$ cat config.mk
export PLATFORM = sky130hd
export DESIGN_NAME = uabw_device_flat
export DESIGN_NICKNAME = d
export VERILOG_FILES = /design/src/pkg/uabw_pkg.sv /design/src/pkg/uabw_link_if.sv /design/src/rtl/uabw_device.sv /design/src/flat_wrapper.sv
export SDC_FILE = /design/constraint.sdc
export NUM_CORES = 1
export LEC_CHECK = 0
export BUFFER_PORTS_ARGS = -buffer_cell sky130_fd_sc_hd__buf_2
export CELL_PAD_IN_SITES_DETAIL_PLACEMENT = 0
export CELL_PAD_IN_SITES_GLOBAL_PLACEMENT = 1
export CORE_ASPECT_RATIO = 1.75
export CORE_MARGIN = 2
export CORE_UTILIZATION = 45
export CTS_BUF_LIST = sky130_fd_sc_hd__clkbuf_8
export CTS_CLUSTER_DIAMETER = 100
export DETAILED_ROUTE_END_ITERATION = 10
export PLACE_DENSITY_LB_ADDON = 0.1
export RECOVER_POWER = 25
export SLEW_MARGIN = 20
export SYNTH_ARGS = -nofsm -noshare
export SYNTH_HDL_FRONTEND = slang
export SYNTH_SLANG_ARGS = --single-unit
$ cat constraint.sdc
create_clock -name core_clk_i -period 2.4 [get_ports core_clk_i]
set_input_delay 0.24 -clock core_clk_i [delete_from_list [all_inputs] [get_ports core_clk_i]]
set_output_delay 0.24 -clock core_clk_i [all_outputs]
set_load 0.02 [all_outputs]
$ cat src/pkg/uabw_pkg.sv
// Purpose: Shared constants for the async serial transceiver and its remote node
// Assumes: 200 MHz core clock, 16x oversampling not used (one divisor tick per bit)
// Notes:   Register offsets index the device's own control port
package uabw_pkg;
  localparam int CLK_MHZ = 200;
  // Register map of the device's control port
  localparam logic [3:0] REG_CONTROL_0    = 4'h0;
  localparam logic [3:0] REG_CONTROL_1    = 4'h1;
  localparam logic [3:0] REG_CONTROL_2    = 4'h2;
  localparam logic [3:0] REG_DIVISOR_LOW  = 4'h3;
  localparam logic [3:0] REG_DIVISOR_HIGH = 4'h4;
  localparam logic [3:0] REG_TX_BUFFER    = 4'h5;
  localparam logic [3:0] REG_RX_BUFFER    = 4'h6;
  localparam logic [3:0] REG_ERROR_FLAGS  = 4'h7;
  localparam logic [3:0] REG_ERROR_IE     = 4'h8;
  localparam logic [3:0] REG_MODULE_FLAGS = 4'h9;
  localparam logic [3:0] REG_STATUS       = 4'ha;
  // serial_control_0 fields
  localparam int C0_MODE_LSB    = 0;   // 3-bit format
  localparam int C0_TRANSMIT_ENABLE_BIT        = 5;
  localparam int C0_RXEN        = 4;
  localparam int C0_AUTOBAUD_ENABLE       = 6;
  localparam int C0_EN          = 7;
  // serial_control_1 fields
  localparam int C1_WAKE        = 0;
  localparam int C1_INTEN       = 1;   // module interrupt enable
  localparam int C1_ERRIE       = 2;   // module error interrupt enable
  localparam int C1_PERIPH      = 3;
  localparam int C1_GLOBAL      = 4;
  localparam int C1_SLEEP       = 5;
  // serial_control_2 fields
  localparam int C2_TX_POLARITY_INVERT       = 0;
  localparam int C2_STOP2       = 1;
  // error flags
  localparam int EF_AUTOBAUD_OVERFLOW_FLAG      = 0;
  localparam int EF_FRAME       = 1;
  localparam int EF_PARITY      = 2;
  localparam int EF_OVERRUN     = 3;
  // module flags
  localparam int MF_AUTOBAUD_DONE_FLAG       = 0;
  localparam int MF_WAKE_EVENT_FLAG        = 1;
  localparam int MF_RXIF        = 2;
  // status
  localparam int ST_RXIDLE      = 0;
  localparam int ST_TXIDLE      = 1;
  // Formats
  localparam logic [2:0] FMT_8BIT  = 3'h0;
  localparam logic [2:0] FMT_7BIT  = 3'h1;
  localparam logic [2:0] FMT_EVEN  = 3'h2;
  localparam logic [2:0] FMT_ODD   = 3'h3;
  localparam logic [2:0] FMT_ADDR  = 3'h4;
  localparam logic [15:0] DIVISOR_RESET = 16'h0000;
  localparam int ABD_FALL_EDGES = 5;
endpackage

$ cat src/pkg/uabw_link_if.sv
// Purpose: Two-wire async serial link between device and remote node
// Assumes: Both ends run on the same core clock in simulation
// Notes:   Lines are push-pull; idle mark is high
`timescale 1ns/1ps
interface uabw_link_if;
  logic dev_tx;   // device to remote
  logic dev_rx;   // remote to device
  modport device (output dev_tx, input dev_rx);
  modport remote (input dev_tx, output dev_rx);
endinterface

$ cat src/rtl/uabw_device.sv
// Purpose: Async serial transceiver with auto-baud and wake-on-break
// Assumes: One divisor tick per bit time; rx is synchronised by two flops
// Notes:   Sleep bit in serial_control_1 gates the core; the wake detector keeps watching rx
`timescale 1ns/1ps
module uabw_device (
  // Clock and reset
  input  wire logic       core_clk_i,
  input  wire logic       rst_i,
  // Register port
  input  wire logic [3:0] addr_i,
  input  wire logic [7:0] wdata_i,
  input  wire logic       wr_i,
  input  wire logic       rd_i,
  output logic      [7:0] rdata_o,
  // Interrupt request to the core
  output logic            irq_o,
  // Serial link
  uabw_link_if.device     link
);
  typedef enum logic [1:0] {UABW_IDLE, UABW_START, UABW_DATA, UABW_STOP} uabw_state_type;

  logic [7:0]  ctrl0, ctrl1, ctrl2, txbuf, rxbuf, errf, errie, modf;
  logic [15:0] divisor;
  logic        txbuf_full;
  logic        rx_s1, rx_s2, rx_prev;
  logic        wr_hit;
  logic        sleeping;

  assign wr_hit   = wr_i;
  assign sleeping = ctrl1[uabw_pkg::C1_SLEEP];

  // Ninth bit count and value, shared by both directions
  function automatic logic [3:0] frame_bits(input logic [2:0] fmt);
    case (fmt)
      uabw_pkg::FMT_7BIT: frame_bits = 4'h7;
      uabw_pkg::FMT_8BIT: frame_bits = 4'h8;
      default:            frame_bits = 4'h9;
    endcase
  endfunction

  function automatic logic ninth_bit(input logic [2:0] fmt, input logic [7:0] d, input logic addr);
    case (fmt)
      uabw_pkg::FMT_EVEN: ninth_bit = ^d;
      uabw_pkg::FMT_ODD:  ninth_bit = ~(^d);
      default:            ninth_bit = addr;
    endcase
  endfunction

  always_ff @(posedge core_clk_i) begin
    rx_s1 <= link.dev_rx;
    rx_s2 <= rx_s1;
    rx_prev <= rx_s2;
  end

  // Transmit baud tick; the receiver keeps its own counter; halts while asleep
  logic [15:0] tx_cnt, rx_cnt;
  logic        tx_tick;
  assign tx_tick = (tx_cnt == divisor) && !sleeping;

  // Transmitter
  uabw_state_type tx_state;
  logic [8:0]  tx_shift;
  logic [3:0]  tx_bit;
  logic        tx_stop_n;
  logic        tx_line;
  always_ff @(posedge core_clk_i) begin
    if (rst_i) begin
      tx_state <= UABW_IDLE;
      tx_shift <= 9'h000;
      tx_bit   <= 4'h0;
      tx_cnt   <= 16'h0000;
      tx_line  <= 1'b1;
      tx_stop_n <= 1'b0;
    end else if (!sleeping) begin
      tx_cnt <= (tx_state == UABW_IDLE || tx_tick) ? 16'h0000 : tx_cnt + 16'h0001;
      case (tx_state)
        UABW_IDLE: begin
          tx_line <= 1'b1;
          if (txbuf_full && ctrl0[uabw_pkg::C0_EN] && ctrl0[uabw_pkg::C0_TRANSMIT_ENABLE_BIT]) begin
            tx_shift <= {ninth_bit(ctrl0[2:0], txbuf, txbuf[7]), txbuf};
            tx_state <= UABW_START;
            tx_line  <= 1'b0;
          end
        end
        UABW_START: if (tx_tick) begin
          tx_line  <= tx_shift[0];
          tx_shift <= {1'b0, tx_shift[8:1]};
          tx_bit   <= 4'h1;
          tx_state <= UABW_DATA;
        end
        UABW_DATA: if (tx_tick) begin
          if (tx_bit == frame_bits(ctrl0[2:0])) begin
            tx_line  <= 1'b1;
            tx_stop_n <= ctrl2[uabw_pkg::C2_STOP2];
            tx_state <= UABW_STOP;
          end else begin
            tx_line  <= tx_shift[0];
            tx_shift <= {1'b0, tx_shift[8:1]};
            tx_bit   <= tx_bit + 4'h1;
          end
        end
        UABW_STOP: if (tx_tick) begin
          if (tx_stop_n) tx_stop_n <= 1'b0;
          else tx_state <= UABW_IDLE;
        end
        default: tx_state <= UABW_IDLE;
      endcase
    end
  end
  // Combinational so polarity acts at once
  assign link.dev_tx = tx_line ^ ctrl2[uabw_pkg::C2_TX_POLARITY_INVERT];

  // Receiver; wake mode holds it idle
  uabw_state_type rx_state;
  logic [8:0]  rx_shift;
  logic [3:0]  rx_bit;
  logic        rx_done, rx_frame_err, rx_par_err;
  logic [15:0] half_div;
  logic        wake_mode;
  assign half_div  = {1'b0, divisor[15:1]};
  assign wake_mode = ctrl1[uabw_pkg::C1_WAKE] && ctrl1[uabw_pkg::C1_INTEN];
  always_ff @(posedge core_clk_i) begin
    if (rst_i) begin
      rx_state <= UABW_IDLE;
      rx_shift <= 9'h000;
      rx_bit   <= 4'h0;
      rx_cnt   <= 16'h0000;
      rx_done  <= 1'b0;
      rx_frame_err <= 1'b0;
    end else begin
      rx_done <= 1'b0;
      if (!sleeping) begin
        rx_cnt <= rx_cnt + 16'h0001;
        case (rx_state)
          UABW_IDLE: begin
            rx_cnt <= 16'h0000;
            if (!rx_s2 && !wake_mode && ctrl0[uabw_pkg::C0_EN] && ctrl0[uabw_pkg::C0_RXEN]
                && !ctrl0[uabw_pkg::C0_AUTOBAUD_ENABLE])
              rx_state <= UABW_START;
          end
          UABW_START: if (rx_cnt == half_div) begin
            rx_cnt   <= 16'h0000;
            rx_bit   <= 4'h0;
            rx_state <= rx_s2 ? UABW_IDLE : UABW_DATA;
          end
          UABW_DATA: if (rx_cnt == divisor) begin
            rx_cnt   <= 16'h0000;
            rx_shift <= {rx_s2, rx_shift[8:1]};
            rx_bit   <= rx_bit + 4'h1;
            if (rx_bit + 4'h1 == frame_bits(ctrl0[2:0])) rx_state <= UABW_STOP;
          end
          UABW_STOP: if (rx_cnt == divisor) begin
            rx_done      <= 1'b1;
            rx_frame_err <= !rx_s2;
            rx_state     <= UABW_IDLE;
          end
          default: rx_state <= UABW_IDLE;
        endcase
      end
    end
  end
  // Align received word to bit 0 by format
  logic [8:0] rx_word;
  always_comb begin
    case (frame_bits(ctrl0[2:0]))
      4'h7:    rx_word = {2'b00, rx_shift[8:2]};
      4'h8:    rx_word = {1'b0, rx_shift[8:1]};
      default: rx_word = rx_shift;
    endcase
  end
  assign rx_par_err = (ctrl0[2:0] == uabw_pkg::FMT_EVEN || ctrl0[2:0] == uabw_pkg::FMT_ODD)
                      && (rx_word[8] != ninth_bit(ctrl0[2:0], rx_word[7:0], 1'b0));

  // Auto-baud measurement over five falling edges
  logic [2:0]  abd_edges;
  logic [16:0] abd_cnt;
  logic        abd_ovf_seen, abd_finish;
  logic        rx_fall, rx_rise;
  assign rx_fall    = rx_prev && !rx_s2;
  assign rx_rise    = !rx_prev && rx_s2;
  assign abd_finish = ctrl0[uabw_pkg::C0_AUTOBAUD_ENABLE] && rx_fall
                      && abd_edges == 3'(uabw_pkg::ABD_FALL_EDGES - 1);
  always_ff @(posedge core_clk_i) begin
    if (rst_i || !ctrl0[uabw_pkg::C0_AUTOBAUD_ENABLE]) begin
      abd_edges <= 3'h0;
      abd_cnt   <= 17'h00000;
      abd_ovf_seen <= 1'b0;
    end else if (!sleeping) begin
      if (rx_fall) abd_edges <= abd_edges + 3'h1;
      if (abd_edges != 3'h0 && !abd_cnt[16]) abd_cnt <= abd_cnt + 17'h00001;
      if (abd_cnt[16]) abd_ovf_seen <= 1'b1;
    end
  end

  // Wake detection; rx low in wake mode is the event
  logic wake_event, wake_end, wake_armed;
  assign wake_event = wake_mode && !rx_s2 && !wake_armed;
  assign wake_end   = wake_mode && wake_armed && rx_rise;
  always_ff @(posedge core_clk_i) begin
    if (rst_i || !wake_mode) wake_armed <= 1'b0;
    else if (wake_event) wake_armed <= 1'b1;
  end

  // Control registers
  always_ff @(posedge core_clk_i) begin
    if (rst_i) begin
      ctrl0 <= 8'h00;
      ctrl1 <= 8'h00;
      ctrl2 <= 8'h00;
      divisor <= uabw_pkg::DIVISOR_RESET;
      errie <= 8'h00;
    end else begin
      if (wr_hit && addr_i == uabw_pkg::REG_CONTROL_0) ctrl0 <= wdata_i;
      if (wr_hit && addr_i == uabw_pkg::REG_CONTROL_1) ctrl1 <= wdata_i;
      if (wr_hit && addr_i == uabw_pkg::REG_CONTROL_2) ctrl2 <= wdata_i;
      if (wr_hit && addr_i == uabw_pkg::REG_ERROR_IE) errie <= wdata_i;
      if (wr_hit && addr_i == uabw_pkg::REG_DIVISOR_LOW) divisor[7:0] <= wdata_i;
      if (wr_hit && addr_i == uabw_pkg::REG_DIVISOR_HIGH) divisor[15:8] <= wdata_i;
      if (abd_finish) begin
        ctrl0[uabw_pkg::C0_AUTOBAUD_ENABLE] <= 1'b0;
        if (!abd_ovf_seen && !abd_cnt[16])
          divisor <= abd_cnt[15:0] >> 3;
      end
      if (wake_end) ctrl1[uabw_pkg::C1_WAKE] <= 1'b0;
    end
  end

  // Flags: hardware set wins over software clear
  always_ff @(posedge core_clk_i) begin
    if (rst_i) begin
      errf <= 8'h00;
      modf <= 8'h00;
      txbuf <= 8'h00;
      txbuf_full <= 1'b0;
      rxbuf <= 8'h00;
    end else begin
      if (wr_hit && addr_i == uabw_pkg::REG_ERROR_FLAGS) errf <= errf & wdata_i;
      if (wr_hit && addr_i == uabw_pkg::REG_MODULE_FLAGS) modf <= modf & wdata_i;
      if (ctrl0[uabw_pkg::C0_AUTOBAUD_ENABLE] && abd_cnt[16]) errf[uabw_pkg::EF_AUTOBAUD_OVERFLOW_FLAG] <= 1'b1;
      if (abd_finish) modf[uabw_pkg::MF_AUTOBAUD_DONE_FLAG] <= 1'b1;
      if (wake_event) modf[uabw_pkg::MF_WAKE_EVENT_FLAG] <= 1'b1;
      if (rx_done) begin
        rxbuf <= rx_word[7:0];
        modf[uabw_pkg::MF_RXIF] <= 1'b1;
        if (rx_frame_err || !rx_s2) errf[uabw_pkg::EF_FRAME] <= 1'b1;
        if (rx_par_err) errf[uabw_pkg::EF_PARITY] <= 1'b1;
        if (modf[uabw_pkg::MF_RXIF]) errf[uabw_pkg::EF_OVERRUN] <= 1'b1;
      end
      if (rd_i && addr_i == uabw_pkg::REG_RX_BUFFER) modf[uabw_pkg::MF_RXIF] <= rx_done;
      if (wr_hit && addr_i == uabw_pkg::REG_TX_BUFFER) begin
        txbuf <= wdata_i;
        txbuf_full <= 1'b1;
      end else if (tx_state == UABW_IDLE && ctrl0[uabw_pkg::C0_EN] && ctrl0[uabw_pkg::C0_TRANSMIT_ENABLE_BIT] && !sleeping)
        txbuf_full <= 1'b0;
    end
  end

  // Interrupt; wake path is not gated by sleep
  logic int_gate;
  assign int_gate = ctrl1[uabw_pkg::C1_PERIPH] && ctrl1[uabw_pkg::C1_GLOBAL];
  assign irq_o = int_gate && ((errf[uabw_pkg::EF_AUTOBAUD_OVERFLOW_FLAG] && errie[uabw_pkg::EF_AUTOBAUD_OVERFLOW_FLAG]
                               && ctrl1[uabw_pkg::C1_ERRIE])
                              || ((modf[uabw_pkg::MF_WAKE_EVENT_FLAG] || modf[uabw_pkg::MF_AUTOBAUD_DONE_FLAG])
                                  && ctrl1[uabw_pkg::C1_INTEN]));

  // Read port: data one cycle after strobe
  always_ff @(posedge core_clk_i) begin
    if (rst_i) rdata_o <= 8'h00;
    else if (rd_i) begin
      case (addr_i)
        uabw_pkg::REG_CONTROL_0:    rdata_o <= ctrl0;
        uabw_pkg::REG_CONTROL_1:    rdata_o <= ctrl1;
        uabw_pkg::REG_CONTROL_2:    rdata_o <= ctrl2;
        uabw_pkg::REG_DIVISOR_LOW:  rdata_o <= divisor[7:0];
        uabw_pkg::REG_DIVISOR_HIGH: rdata_o <= divisor[15:8];
        uabw_pkg::REG_RX_BUFFER:    rdata_o <= rxbuf;
        uabw_pkg::REG_ERROR_FLAGS:  rdata_o <= errf;
        uabw_pkg::REG_ERROR_IE:     rdata_o <= errie;
        uabw_pkg::REG_MODULE_FLAGS: rdata_o <= modf;
        uabw_pkg::REG_STATUS:       rdata_o <= {6'h00, tx_state == UABW_IDLE && !txbuf_full,
                                                rx_state == UABW_IDLE};
        default:                    rdata_o <= 8'h00;
      endcase
    end else rdata_o <= 8'h00;
  end
endmodule

$ cat src/flat_wrapper.sv
// flat-port wrapper written by rule: the top's interface ports become plain ports
module uabw_device_flat 
  (core_clk_i, rst_i, addr_i, wdata_i, wr_i, rd_i, rdata_o, irq_o, link_dev_tx, link_dev_rx);
  uabw_link_if link_i ();
  input  wire logic core_clk_i;
  input  wire logic rst_i;
  input  wire logic [3:0] addr_i;
  input  wire logic [7:0] wdata_i;
  input  wire logic wr_i;
  input  wire logic rd_i;
  output logic      [7:0] rdata_o;
  output logic irq_o;
  output wire logic [$bits(link_i.dev_tx)-1:0] link_dev_tx;
  input wire logic [$bits(link_i.dev_rx)-1:0] link_dev_rx;
  assign link_dev_tx = link_i.dev_tx;
  assign link_i.dev_rx = link_dev_rx;
  uabw_device u_core (.core_clk_i(core_clk_i), .rst_i(rst_i), .addr_i(addr_i), .wdata_i(wdata_i), .wr_i(wr_i), .rd_i(rd_i), .rdata_o(rdata_o), .irq_o(irq_o), .link(link_i));
endmodule
## After elaboration in Yosys (flattened, before gate mapping)

Cells that the tools add are included.

- Register bits: 180
- Input bits: 17
- Output and inout port bits: 10
- Word-level logic and storage cells: 248

- Add/subtract/negate cells: 6
- Equal/unequal tests: 40
- Multiplexer cells: 70
- Bitwise gates (word level): 8
- Reduce and logical (&&, ||, !) cells: 87

Operators with widths:

| kind | count |
|---|---|
| $mux 16 | 5 |
| $pmux 8 s10 | 1 |
| $mux 4 | 14 |
| $pmux 16 s3 | 1 |
| $logic_and 1x1->1 | 39 |
| $mux 9 | 4 |
| $add 16x1->16 const B | 2 |
| $eq 16x16->1 | 2 |
| $pmux 9 s3 | 1 |
| $mux 2 | 12 |
| $pmux 4 s2 | 3 |
| $eq 4x3->1 const B | 5 |
| $ne 2x1->1 const B | 10 |
| $mux 1 | 18 |
| $pmux 9 s2 | 1 |
| $add 17x1->17 const B | 1 |
| $and 8x8->8 | 2 |
| $eq 16x15->1 | 1 |
| $eq 4x4->1 const B | 4 |
| $mux 8 | 2 |
| $pmux 2 s4 | 2 |
| $reduce_xor 8->1 | 2 |
| $reduce_bool 2->1 | 7 |
| $reduce_and 6->1 | 2 |
| other kinds (30) | 70 |

## Longest topological paths before layout

Gate-level depths: netlist of the first run.

- Depth after elaboration: 11
- Gate-level depth with buffers: 9
- Mapped depth without buffers: 8

## Worst setup path after synthesis of the first run

No wires, ideal clock.

- Path type: flip-flop to flip-flop
- From: register u_core.rx_cnt[6]
- To: register u_core.rx_state[0]
- Arrival: 1983 ps
- Required time: 2278 ps
- Path slack: 295 ps
- Stages on the path, launching flop included: 8
- Period minus slack after synthesis: 2105 ps
- Cell sequence: dfxtp_1 -> buf_6 -> xor2_1 -> nor4_1 -> nand4_1 -> a221o_1 -> or2_1 -> o311a_1

- Word-level cells in the longest chain between the ends: 3
- Elaborated cells between the ends (all ways): 6
- Those cells by class: eq/ne: 5; reduce/logical: 1

Ends and longest elaborated chain:

| item | RTL line | source |
|---|---|---|
| start: declaration | uabw_device.sv:56 | `logic [15:0] tx_cnt, rx_cnt;` |
| start signal: assignment | uabw_device.sv:133 | `rx_cnt <= rx_cnt + 16'h0001;` |
| $eq 16x16->1 / $eq 16x15->1 (equally long branches) | uabw_device.sv:146, uabw_device.sv:152, uabw_device.sv:141 |  |
| $ne 2x1->1 (no source line) | - |  |
| $reduce_and 6->1 (no source line) (*) | - |  |
| end signal: assignment | uabw_device.sv:144 | `rx_state <= rx_s2 ? UABW_IDLE : UABW_DATA;` |
| end: declaration | uabw_device.sv:114 | `uabw_state_type rx_state;` |

Every way passes the cells marked *; elsewhere a longest branch is shown, timed or not.
A chain may end at the register's enable or synchronous reset.

## Worst setup path in the final report of the first run

- From: register u_core.divisor[6]
- To: register u_core.rx_state[0]

- Word-level cells in the longest chain between the ends: 3
- Elaborated cells between the ends (all ways): 6
- Those cells by class: eq/ne: 5; reduce/logical: 1

Ends and longest elaborated chain:

| item | RTL line | source |
|---|---|---|
| start: declaration | uabw_device.sv:23 | `logic [15:0] divisor;` |
| start signal: assignment | uabw_device.sv:210 | `divisor <= uabw_pkg::DIVISOR_RESET;` |
| start signal: assignment | uabw_device.sv:217 | `if (wr_hit && addr_i == uabw_pkg::REG_DIVISOR_LOW) divisor[7:0] <= wdata_i;` |
| start signal: assignment | uabw_device.sv:222 | `divisor <= abd_cnt[15:0] >> 3;` |
| $eq 16x16->1 / $eq 16x15->1 (equally long branches) | uabw_device.sv:146, uabw_device.sv:152, uabw_device.sv:141 |  |
| $ne 2x1->1 (no source line) | - |  |
| $reduce_and 6->1 (no source line) (*) | - |  |

Marked as above.

==> metrics.md, run 1 <==
| Metric | Value |
|---|---|
| R2R setup slack | `0.10 ns` |
| Final hold violations | `0` |
| Die height | `around 190 um` |
| IO Pins | `27` |
| Gpl congestion | `~0.96` |
| HP Class | `input port to flip-flop` |
| Required @ worst endpoint | `between 2 and 3 ns` |
| Status | `completed` |
| Yosys top cell area share | `0.3931` |
| Dpl hpwl | `20370 um` |
| Net Sw Frac | `0.2719` |
| Cell variety after synth | `76` |
| Hold Crit Start | `wdata_i[7]` |
| Die area | `around 22000 sq um` |
| Count of maximum capacitance violations | `0` |
| Cell area after synthesis | `~9200 sq um` |
| Gate power share | `0.139` |
| Total negative slack | `0 ns` |
| Final Cycle Share | `0.9569` |
| Clock skew | `0.01018 ns` |
| Top cell family by delay on the critical path | `simple AND/OR/NAND/NOR gates` |
| Die X | `around 110 um` |
| Fin cells | `1331` |
| H-tree depth | `4` |
| Initial core utilization | `0.4557` |
| Relative slew slack | `0.3128` |
| FF-to-FF path depth | `6` |
| Clock power share | `0.338` |
| Ratio of cells with drive above 1 in the final layout | `0.1265` |
| RSZ-0062 raised after global routing | `false` |
| Highest clock rate | `between 400 and 500 MHz` |
| Final setup fails | `0` |
| Setup WS pre-CTS | `~0.056 ns` |
| Power Total | `around 0.006 W` |
| Seq cells post-synth | `180` |
| Final ANT Viol Nets | `0` |
| Yosys warning count | `0` |
| DR DRC count | `0` |
| CTS root buffer | `clkbuf_8` |
| Asr flop ratio synth | `0` |
| Critical path arrival | `approximately 2.7 ns` |
| Synth Instances | `around 1000` |
| Sw Pwr | `~0.0017 W` |
| Initial antenna violation count | `0` |
| First-pass GRT wire length | `42180 um` |
| Largest net degree at the start of global routing | `about 110` |
| Crit start category | `flip-flop` |
| Average size of a mapped cell | `slightly below 9 sq um` |
| Std-Cell Rows | `between 60 and 70` |
| Port Buf Inserts | `26` |
| WS Path Type | `flip-flop to flip-flop` |
| Slew Viols, Final | `0` |
| Worst-margin pin slew | `between 1 and 1.5 ns` |
| Post-synth EDFFs | `0` |
| Worst Path Max Fanout | `6` |
| Crit-path cells | `xor2_1, nor4_1, nand4_1, a221o_1, or2_1, o311a_1` |
| Lkg Pwr | `about 4.3 nW` |
| Total CTS buffers | `17` |
| N_diodes | `0` |
| Yosys top cell by area | `dfxtp_1` |
| Tmin final | `between 2 and 2.5 ns` |
| Critical Path Max Stage Delay | `just under 0.5 ns` |
| Clk_lat worst skew | `~0.47 ns` |
| Inst Count DP | `1300` |
| Reg clk slew, reported paths | `about 0.090 ns` |
| Mapped Nets | `1058` |
| Worst Hold Path EP | `u_core.errie[7]$_SDFFE_PP0P_` |
| Final setup margin | `0.1034 ns` |
| Number of global-route vias before repair | `7426` |
| R2r endpoint | `u_core.rx_state[0]$_SDFFE_PP0P_` |
| Synth Flop Type | `dfxtp_1` |
| CP bufs+invs | `0` |
| Routed vias/inst | `around 5.7` |
| Synth area leaders | `dfxtp_1 (39%), mux2i_1 (11%), xor2_1 (7.5%), nor2_1 (6.7%), a21oi_1 (2.6%)` |
| Clock Sinks | `180` |
| Internal cell power | `0.004423 W` |
| Max IR drop VDD | `around 0.41 mV` |
| Final net count | `around 1100` |
| Routed wire per std cell | `20.49 um` |
| P&R area growth vs syn | `11.29%` |
| Wirelength, routed | `27270 um` |
| Sequential power share | `0.523` |
| Core Area | `20120 sq um` |
| Crit. End Element | `flip-flop` |
| Routed vias | `around 7600` |
| Initial DRC count | `447` |
| Hold path cells | `3` |
| 1st-pass router iterations | `5` |
| CTS tree | `yes` |
| GR Overflow Total | `0` |
| Seq/Total Area, Yosys | `0.3931` |
| Power per Cell Area | `~600 nW/um^2` |
| Global router's overall resource usage | `0.2574` |
| Reg-to-reg startpoint | `u_core.divisor[6]$_SDFF_PP0_` |
| Worst path slowest cell | `dfxtp_1` |
| Deepest clock path buffer count | `2` |
==> placed cells by master, fill, tap and decap left out, drive strengths merged, types with 3 or more instances in the layout <==
cell type and count:
and3 7, nand4 21, or2 4, nand3 27, a311oi 8, dfxtp 180, or3 9, a211oi 15
nor2b 18, nor2 164, o31ai 4, nand2b 4, nor3 19, nor4 15, and2 8, xor2 79
mux2i 99, buf 77, and4 4, inv 25, o21ai 28, clkbuf 35, or4 4, o22ai 6
mux2 14, a21oi 48, nand2 43, xnor2 25, o211a 9, ha 17, a31oi 6, a22oi 9
a32oi 5, o22a 4, a221oi 3
==> power by group through the flow <==
| stage | sequential (W) | clock [W] | combinational (W) |
|---|---|---|---|
| after floorplan | 0.00322 | 0 | 0.000608 |
| after global placement | 0.00324 | 0 | 0.000829 |
| after detailed placement | 0.00324 | 0 | 0.000839 |
| after CTS | 0.00317 | 0.00212 | 0.000842 |
| after global routing | 0.00319 | 0.00224 | 0.000917 |
| final | 0.00317 | 0.00205 | 0.000846 |
==> worst register-to-register path, cell delays in order, from the launching register on <==
cell     delay, ns
dfxtp_1       0.49
xor2_1        0.11
nor4_1        0.39
nand4_1       0.20
a221o_1       0.41
or2_1         0.28
o311a_1       0.30
==> worst max path at each step <==
stage | slack, ns | cells past startpoint | end | start
3_3_place_gp | 0.09 | 8 | u_core.tx_shift[7]$_SDFFE_PP0P_ | u_core.divisor[10]$_SDFF_PP0_
3_5_place_dp | 0.06 | 6 | u_core.rx_state[0]$_SDFFE_PP0P_ | u_core.divisor[4]$_SDFF_PP0_
5_1_grt | 0.01 | 7 | u_core.rx_state[0]$_SDFFE_PP0P_ | u_core.divisor[6]$_SDFF_PP0_
6_report | 0.10 | 6 | u_core.rx_state[0]$_SDFFE_PP0P_ | u_core.divisor[6]$_SDFF_PP0_
4_1_cts | 0.04 | 6 | u_core.rx_state[0]$_SDFFE_PP0P_ | u_core.divisor[4]$_SDFF_PP0_
2_1_floorplan | 0.29 | 7 | u_core.rx_state[0]$_SDFFE_PP0P_ | u_core.rx_cnt[6]$_SDFFE_PP0N_
==> routing by layer <==
metal	vias to the layer above	routed length, um	track usage
met5	-	0	0
met2	152	14240	0.4622
met1	3634	10950	0.2928
li1	3706	-	-
met3	65	706	0.03706
met4	0	1374	0.1391
==> synth_stat cells, types with 5 or more instances <==
cell type	instances
a22oi_1	9
nor2_1	163
o21ai_0	26
nand4_1	21
o22ai_1	6
buf_2	9
nand2_1	43
a211oi_1	14
clkbuf_1	41
and2_1	8
nor4_1	11
o211a_1	9
inv_1	21
nand3_1	26
nor2b_1	18
or3_1	9
nor3_1	19
mux2i_1	99
buf_1	7
a32oi_1	5
ha_1	17
xnor2_1	25
xor2_1	79
a31oi_1	6
a21oi_1	48
dfxtp_1	180
a311oi_1	8
mux2_2	13
and3_1	7
==> sequential cells by signal (all words and copies together) (netlist names), 9 cells and up, named ones only <==
signal,flops
u_core.divisor,16
u_core.tx_cnt,16
u_core.rx_shift,9
u_core.abd_cnt,17
u_core.rx_cnt,16
u_core.tx_shift,9
==> cells by family after synthesis <==
family | Yosys count | share of synthesized area
mux | 114 | 0.1277
fa+ha+maj | 17 | 0.02320
flops | 180 | 0.3931
simple gates | 358 | 0.1894
xor+xnor | 106 | 0.1043
compound gates | 165 | 0.1243
buf+inv | 84 | 0.03794
==> final cells by class <==
| type | instances | area (sq um) |
|---|---|---|
| fill | 2048 | 9913 |
| multi-input combinational | 760 | 5216 |
| sequential | 180 | 3612 |
| timing repair buffer | 92 | 604.3 |
| tap | 248 | 310.3 |
| clock buffer | 21 | 289.0 |
| clock inverter | 8 | 87.58 |
| inverter | 22 | 82.58 |
==> what timing repair did <==
item	4_1_cts	5_1_grt
hold buffers	1	0
endpoints found under the setup margin	0	23
resized for setup	0	7
setup buffers	0	1
hold endpoints to repair	1	0
==> stage by stage <==
stage | hold WS (ns) | util | area (sq um)
floorplan | 0.2677 | - | 9168
global route | 0.1653 | 0.5072 | 10200
finish | 0.1778 | 0.5072 | 10200
global placement | 0.3112 | 0.4891 | 9838
detailed placement | 0.3132 | 0.4891 | 9838
CTS | 0.1405 | 0.5083 | 10220
Note: power is estimated with default switching activity, not from simulation.
==> run 2, diff against run 1 <==
HOLD_SLACK_MARGIN = 0.1   (was unset)
MAX_ROUTING_LAYER = met4   (was unset)
==> run 2 against run 1 <==
  * First-iteration DRC count rose by 5.1%
  * Worst hold slack got worse by 0.019 ns
  * Power rose by 0.95%
  * Critical path depth did not move
  * Sequential share of layout area fell by 0.10 points
==> metrics.md, run 2 (synthesis gave the netlist of run 1 again) <==
| Metric | Value |
|---|---|
| Hold Crit Start | `rd_i` |
| Required @ worst endpoint | `2.78 ns` |
| Dpl hpwl | `between 15000 and 20000 um` |
| Total CTS buffers | `17` |
| CTS root buffer | `clkbuf_8` |
| Clock Sinks | `180` |
| Hold path cells | `4` |
| H-tree depth | `4` |
| Commonest cells after routing, fill and taps aside | `dfxtp_1 (174), nor2_1 (163), mux2i_1 (99)` |
| IO Pins | `27` |
| Die X | `between 100 and 150 um` |
| Initial core utilization | `0.4557` |
| GR Overflow Total | `0` |
| CTS tree | `yes` |
| First-pass GRT wire length | `approximately 42000 um` |
| Reg-to-reg startpoint | `u_core.divisor[6]$_SDFF_PP0_` |
| Largest net degree at the start of global routing | `106` |
| Global router's overall resource usage | `0.2629` |
| Final net count | `approximately 1100` |
| Routed vias/inst | `roughly 5.7` |
| Highest clock rate | `approximately 430 MHz` |
| Reg with most FFs | `u_core.abd_cnt` |
| FF-to-FF path depth | `6` |
| N_diodes | `0` |
| Total negative slack | `0 ns` |
| Worst Path Max Fanout | `6` |
| R2r endpoint | `u_core.rx_state[0]$_SDFFE_PP0P_` |
| Relative slew slack | `0.4332` |
| Gpl congestion | `around 0.95` |
| Max IR drop VDD | `about 0.38 mV` |
| Worst Hold Path EP | `u_core.modf[2]$_SDFFE_PP0P_` |
| Power Total | `between 0.006 and 0.007 W` |
| Tmin final | `roughly 2.3 ns` |
| Status | `completed` |
| Worst path slowest cell | `a221o_1` |
| HP Class | `input port to flip-flop` |
| Max FFs per register | `17` |
| Deepest clock path buffer count | `2` |
| Final Cycle Share | `0.9718` |
| Critical path arrival | `about 2.7 ns` |
| Wirelength, routed | `roughly 27000 um` |
| Core Area | `approximately 20000 sq um` |
| RSZ-0062 raised after global routing | `false` |
| Ratio of cells with drive above 1 in the final layout | `0.1301` |
| WS Path Type | `flip-flop to flip-flop` |
| R2R setup slack | `slightly below 0.07 ns` |
| 1st-pass router iterations | `6` |
| Clk_lat worst skew | `roughly 0.49 ns` |
| DR DRC count | `0` |
| Power per Cell Area | `around 600 nW/um^2` |
| Clock skew | `around 0.011 ns` |
| Crit start category | `flip-flop` |
| Setup WS pre-CTS | `around 0.059 ns` |
| Number of global-route vias before repair | `7446` |
| Count of maximum capacitance violations | `0` |
| Die height | `around 190 um` |
| P&R area growth vs syn | `11.57%` |
| Crit. End Element | `flip-flop` |
| Critical Path Max Stage Delay | `0.49 ns` |
| Final setup margin | `slightly below 0.07 ns` |
| Routed wire per std cell | `~20 um` |
| Final hold violations | `0` |
| Most common cell after layout, fill and taps aside | `dfxtp_1` |
| Slew Viols, Final | `0` |
| Final setup fails | `0` |
| Crit-path cells | `xor2_1, nor4_1, nand4_1, a221o_1, or2_1, o311a_1` |
| Port Buf Inserts | `26` |
| Reg clk slew, reported paths | `0.10 ns` |
| Initial DRC count | `470` |
| Routed vias | `around 7600` |
| Std-Cell Rows | `69` |
| Final ANT Viol Nets | `0` |
| Lkg Pwr | `roughly 4.3 nW` |
| Initial antenna violation count | `0` |
| Worst-margin pin slew | `around 0.85 ns` |
| Die area | `~22000 sq um` |
[run 2: cell types whose count changed in the layout (fill, tap and decap cells not counted), sizes merged]
cell      previous run  this run
clkinvlp             1         5
buf                 77        74
clkinv               2         5
clkbuf              35        34
inv                 25        23
[run 2: metal layers]
metal / vias up / routed length, um / track usage
li1: 3698 / - / -
met1: 3634 / 10830 / 0.2840
met2: 156 / 13750 / 0.4576
met3: 77 / 864 / 0.04240
met4: 0 / 1514 / 0.1486
met5: - / 0 / -
[run 2: worst max path at each step]
stage          slack [ns]                     startpoint  cells past startpoint                         endpoint
3_3_place_gp         0.08  u_core.divisor[10]$_SDFF_PP0_                      6  u_core.tx_shift[8]$_SDFFE_PP0P_
5_1_grt            0.0008   u_core.divisor[6]$_SDFF_PP0_                      6  u_core.rx_state[0]$_SDFFE_PP0P_
3_5_place_dp         0.06  u_core.divisor[10]$_SDFF_PP0_                      6  u_core.tx_shift[8]$_SDFFE_PP0P_
4_1_cts              0.03  u_core.divisor[10]$_SDFF_PP0_                      8  u_core.tx_shift[3]$_SDFFE_PP0P_
2_1_floorplan        0.29  u_core.rx_cnt[6]$_SDFFE_PP0N_                      7  u_core.rx_state[0]$_SDFFE_PP0P_
6_report             0.07   u_core.divisor[6]$_SDFF_PP0_                      6  u_core.rx_state[0]$_SDFFE_PP0P_
[run 2: cell type report]
class | count | area (sq um)
clock buffers | 19 | 261.5
clock inverters | 13 | 133.9
fillers | 2044 | 9887
inverters | 22 | 82.58
multi-input cells | 760 | 5223
flip-flops and latches | 180 | 3611
well taps | 248 | 310.3
repair buffers | 90 | 606.8
[run 2: what timing repair did]
action,in CTS,in global routing
buffers inserted,0,0
setup endpoints to repair,0,22
endpoints found under the hold margin,1,0
hold buffers,1,0
resized for setup,0,7
[run 2: where the power goes]
part / leakage, nW / switching [W] / total, W / internal, W
logic: 2.64 / 0.000504 / 0.000832 / 0.000328
registers: 1.46 / 0.0000803 / 0.00317 / 0.00309
clock network: 0.191 / 0.00116 / 0.00213 / 0.000973
[run 2: worst max-delay path, delay by kind of cell, from the launching register on]
| family | cells | cell delay, ns |
|---|---|---|
| flip-flops | 1 | 0.48 |
| XOR/XNOR | 1 | 0.11 |
| AO/OA/AOI/OAI | 2 | 0.78 |
| AND/OR/NAND/NOR | 3 | 0.85 |
[run 2: per-stage QoR]
| step | util | cells | area, sq um | hold slack, ns |
|---|---|---|---|---|
| floorplan | - | 1024 | 9168 | 0.2677 |
| global route | 0.5085 | 1332 | 10230 | 0.1635 |
| finish | 0.5085 | 1332 | 10230 | 0.1588 |
| detailed placement | 0.4893 | 1299 | 9843 | 0.3121 |
| CTS | 0.5095 | 1332 | 10250 | 0.1444 |
| global placement | 0.4893 | 1299 | 9843 | 0.3119 |
==> run 3, diff against run 2 <==
GPL_TIMING_DRIVEN = 0   (was unset)
clock period = 2.65 ns   (was 2.4 ns; I/O delays follow)
==> run 3 against run 2 <==
  * Largest cell class unchanged
  * Worst hold slack improved by 0.031 ns
  * Setup slack better by 0.046 ns
  * Sequential cell count did not move
  * Clock power is 9.9% lower
  * Cell count down 0.83%
  * Routed wire length grew 8.5%
  * Count of clock-buffer cells in the layout stayed put
  * Non-clock buffer count down 11
  * Sequential share of layout area grew 0.82 points
==> metrics.md, run 3 (synthesis gave the netlist of run 1 again) <==
| Metric | Value |
|---|---|
| Status | `completed` |
| Critical Path Max Stage Delay | `0.57 ns` |
| Clk_lat worst skew | `just under 0.5 ns` |
| R2R setup slack | `0.11 ns` |
| Clock Sinks | `180` |
| Crit start category | `flip-flop` |
| Max FFs per register | `17` |
| Crit. End Element | `flip-flop` |
| Reg clk slew, reported paths | `roughly 0.10 ns` |
| Std-Cell Rows | `between 60 and 70` |
| Lkg Pwr | `4.081 nW` |
| Initial antenna violation count | `0` |
| Reg-to-reg startpoint | `u_core.divisor[15]$_SDFF_PP0_` |
| First-pass GRT wire length | `around 45000 um` |
| Routed vias/inst | `between 5 and 6` |
| Most common cell after layout, fill and taps aside | `dfxtp_1` |
| Net Sw Frac | `0.3057` |
| HP Class | `input port to flip-flop` |
| Total negative slack | `0 ns` |
| Required @ worst endpoint | `about 3.0 ns` |
| Final ANT Viol Nets | `0` |
| Internal cell power | `~0.0039 W` |
| Core Area | `slightly above 20000 sq um` |
| Highest clock rate | `approximately 390 MHz` |
| Die height | `192.8 um` |
| P&R area growth vs syn | `9.008%` |
| N_diodes | `0` |
| Final hold slack | `0.1893 ns` |
| CTS root buffer | `clkbuf_8` |
| CTS tree | `yes` |
| Total CTS buffers | `17` |
| DR DRC count | `0` |
| Initial DRC count | `403` |
| Final Cycle Share | `0.9569` |
| Sequential power share | `0.514` |
| Fin cells | `between 1000 and 1500` |
| Port Buf Inserts | `16` |
| Worst Path Max Fanout | `10` |
| Reg with most FFs | `u_core.abd_cnt` |
| Gate power share | `0.144` |
| Critical path arrival | `slightly below 3 ns` |
| Tmin final | `around 2.5 ns` |
| Relative slew slack | `0.3878` |
| H-tree depth | `4` |
| Final net count | `1094` |
| GR Overflow Total | `0` |
| Crit-path cells | `xor2_1, nor4_1, nand4_1, buf_4, a22o_1, o31ai_4, buf_2, nor2_1` |
| Clock skew | `0.01202 ns` |
| Worst path slowest cell | `dfxtp_1` |
| Register area | `3610 sq um` |
| Commonest cells after routing, fill and taps aside | `dfxtp_1 (175), nor2_1 (163), mux2i_1 (99)` |
| Critical Path Source | `u_core.divisor[15]$_SDFF_PP0_` |
| RSZ-0062 raised after global routing | `true` |
| Multi-input gate area | `roughly 5300 sq um` |
| Routed vias | `7713` |
| Inst Count DP | `~1300` |
| Hold Crit Start | `rd_i` |
| WS Path Type | `flip-flop to flip-flop` |
| R2r endpoint | `u_core.rx_cnt[10]$_SDFFE_PP0N_` |
| Global router's overall resource usage | `0.2832` |
| Top cell family by delay on the critical path | `compound AO/OA/AOI/OAI gates` |
| Die area | `21580 sq um` |
| Clock power share | `0.342` |
| Ratio of cells with drive above 1 in the final layout | `0.08388` |
| Gpl congestion | `0.9041` |
| Dpl hpwl | `~22000 um` |
| FF-to-FF path depth | `8` |
| Count of maximum capacitance violations | `0` |
| Deepest clock path buffer count | `2` |
| Final hold violations | `0` |
| 1st-pass router iterations | `7` |
| Power per Cell Area | `560.8 nW/um^2` |
| Final setup fails | `0` |
| Worst setup endpoint | `u_core.rx_cnt[10]$_SDFFE_PP0N_` |
| Crit path depth | `8` |
| Initial core utilization | `0.4557` |
| Max IR drop VDD | `between 0.3 and 0.4 mV` |
| Largest net degree at the start of global routing | `17` |
| CP bufs+invs | `2` |
| Die X | `111.9 um` |
| Wirelength, routed | `29240 um` |
| Routed wire per std cell | `around 22 um` |
| Layout filler cell count | `between 2000 and 2500` |
| IO Pins | `27` |
| Worst-margin pin slew | `0.9149 ns` |
| Sw Pwr | `between 0.0015 and 0.002 W` |
| Number of global-route vias before repair | `between 7000 and 8000` |
| Slew Viols, Final | `0` |
[run 3: cell count changes in the layout (fill, tap and decap cells not counted), moves of 3 or more]
cell | previous run | this run
buf_4 | 56 | 3
clkbuf_1 | 15 | 52
buf_1 | 0 | 6
buf_2 | 16 | 13
clkinv_4 | 1 | 4
clkinvlp_4 | 5 | 2
inv_6 | 1 | 4
[run 3: how the worst min path moves through the flow]
stage / endpoint / slack, ns / cells past startpoint
after floorplan: u_core.rx_s1$_DFF_P_ / 0.29 / 0
after global placement: u_core.rx_s2$_DFF_P_ / 0.31 / 0
after detailed placement: u_core.rx_s2$_DFF_P_ / 0.32 / 0
after CTS: u_core.modf[2]$_SDFFE_PP0P_ / 0.17 / 4
after global routing: u_core.modf[2]$_SDFFE_PP0P_ / 0.24 / 4
final: u_core.modf[2]$_SDFFE_PP0P_ / 0.19 / 4
[run 3: power by group through the flow]
stage	registers [W]	logic, W	clock network, W
after floorplan	0.00291	0.000551	0
after global placement	0.00294	0.000779	0
after detailed placement	0.00294	0.000778	0
after CTS	0.00288	0.000791	0.00194
after global routing	0.00289	0.000879	0.00204
final	0.00288	0.000805	0.00192
[run 3: what timing repair did]
item / in CTS / in global routing
endpoints found under the hold margin: 1 / 0
pin swaps: 2 / 0
setup buffers: 2 / 0
hold buffers: 1 / 0
endpoints found under the setup margin: 37 / 32
resized for setup: 2 / 10
[run 3: layout make-up]
| type | count | share of cell area |
|---|---|---|
| plain buffers | 60 | 0.02567 |
| clock inverters | 13 | 0.01227 |
| well taps | 248 | 0.03105 |
| multi-input cells | 760 | 0.5259 |
| repair buffers | 19 | 0.009140 |
| inverters | 22 | 0.008639 |
| clock buffers | 19 | 0.02617 |
| flip-flops and latches | 180 | 0.3612 |
[run 3: per-layer routing]
layer	vias up	track usage	share of wire
met5	-	-	0
li1	3681	-	-
met2	175	0.5275	0.55
met1	3797	0.2963	0.39
met4	0	0.1282	0.039
met3	60	0.03549	0.028
[run 3: tightest hold or removal path, stage by stage]
cell and delay, ns:
buf_2 0.11, a21oi_1 0.06, a21oi_1 0.15, nor2_1 0.05
[run 3: stage by stage]
| stage | setup WS [ns] | power [W] | util | instance area [sq um] |
|---|---|---|---|---|
| after floorplan | 0.5448 | 0.003466 | - | 9168 |
| after global placement | -0.3465 | 0.003718 | 0.4752 | 9558 |
| after detailed placement | -0.3516 | 0.003719 | 0.4752 | 9558 |
| after CTS | 0.002011 | 0.005613 | 0.4964 | 9985 |
| after global routing | -0.02828 | 0.005811 | 0.4968 | 9993 |
| final | 0.1141 | 0.005604 | 0.4968 | 9993 |
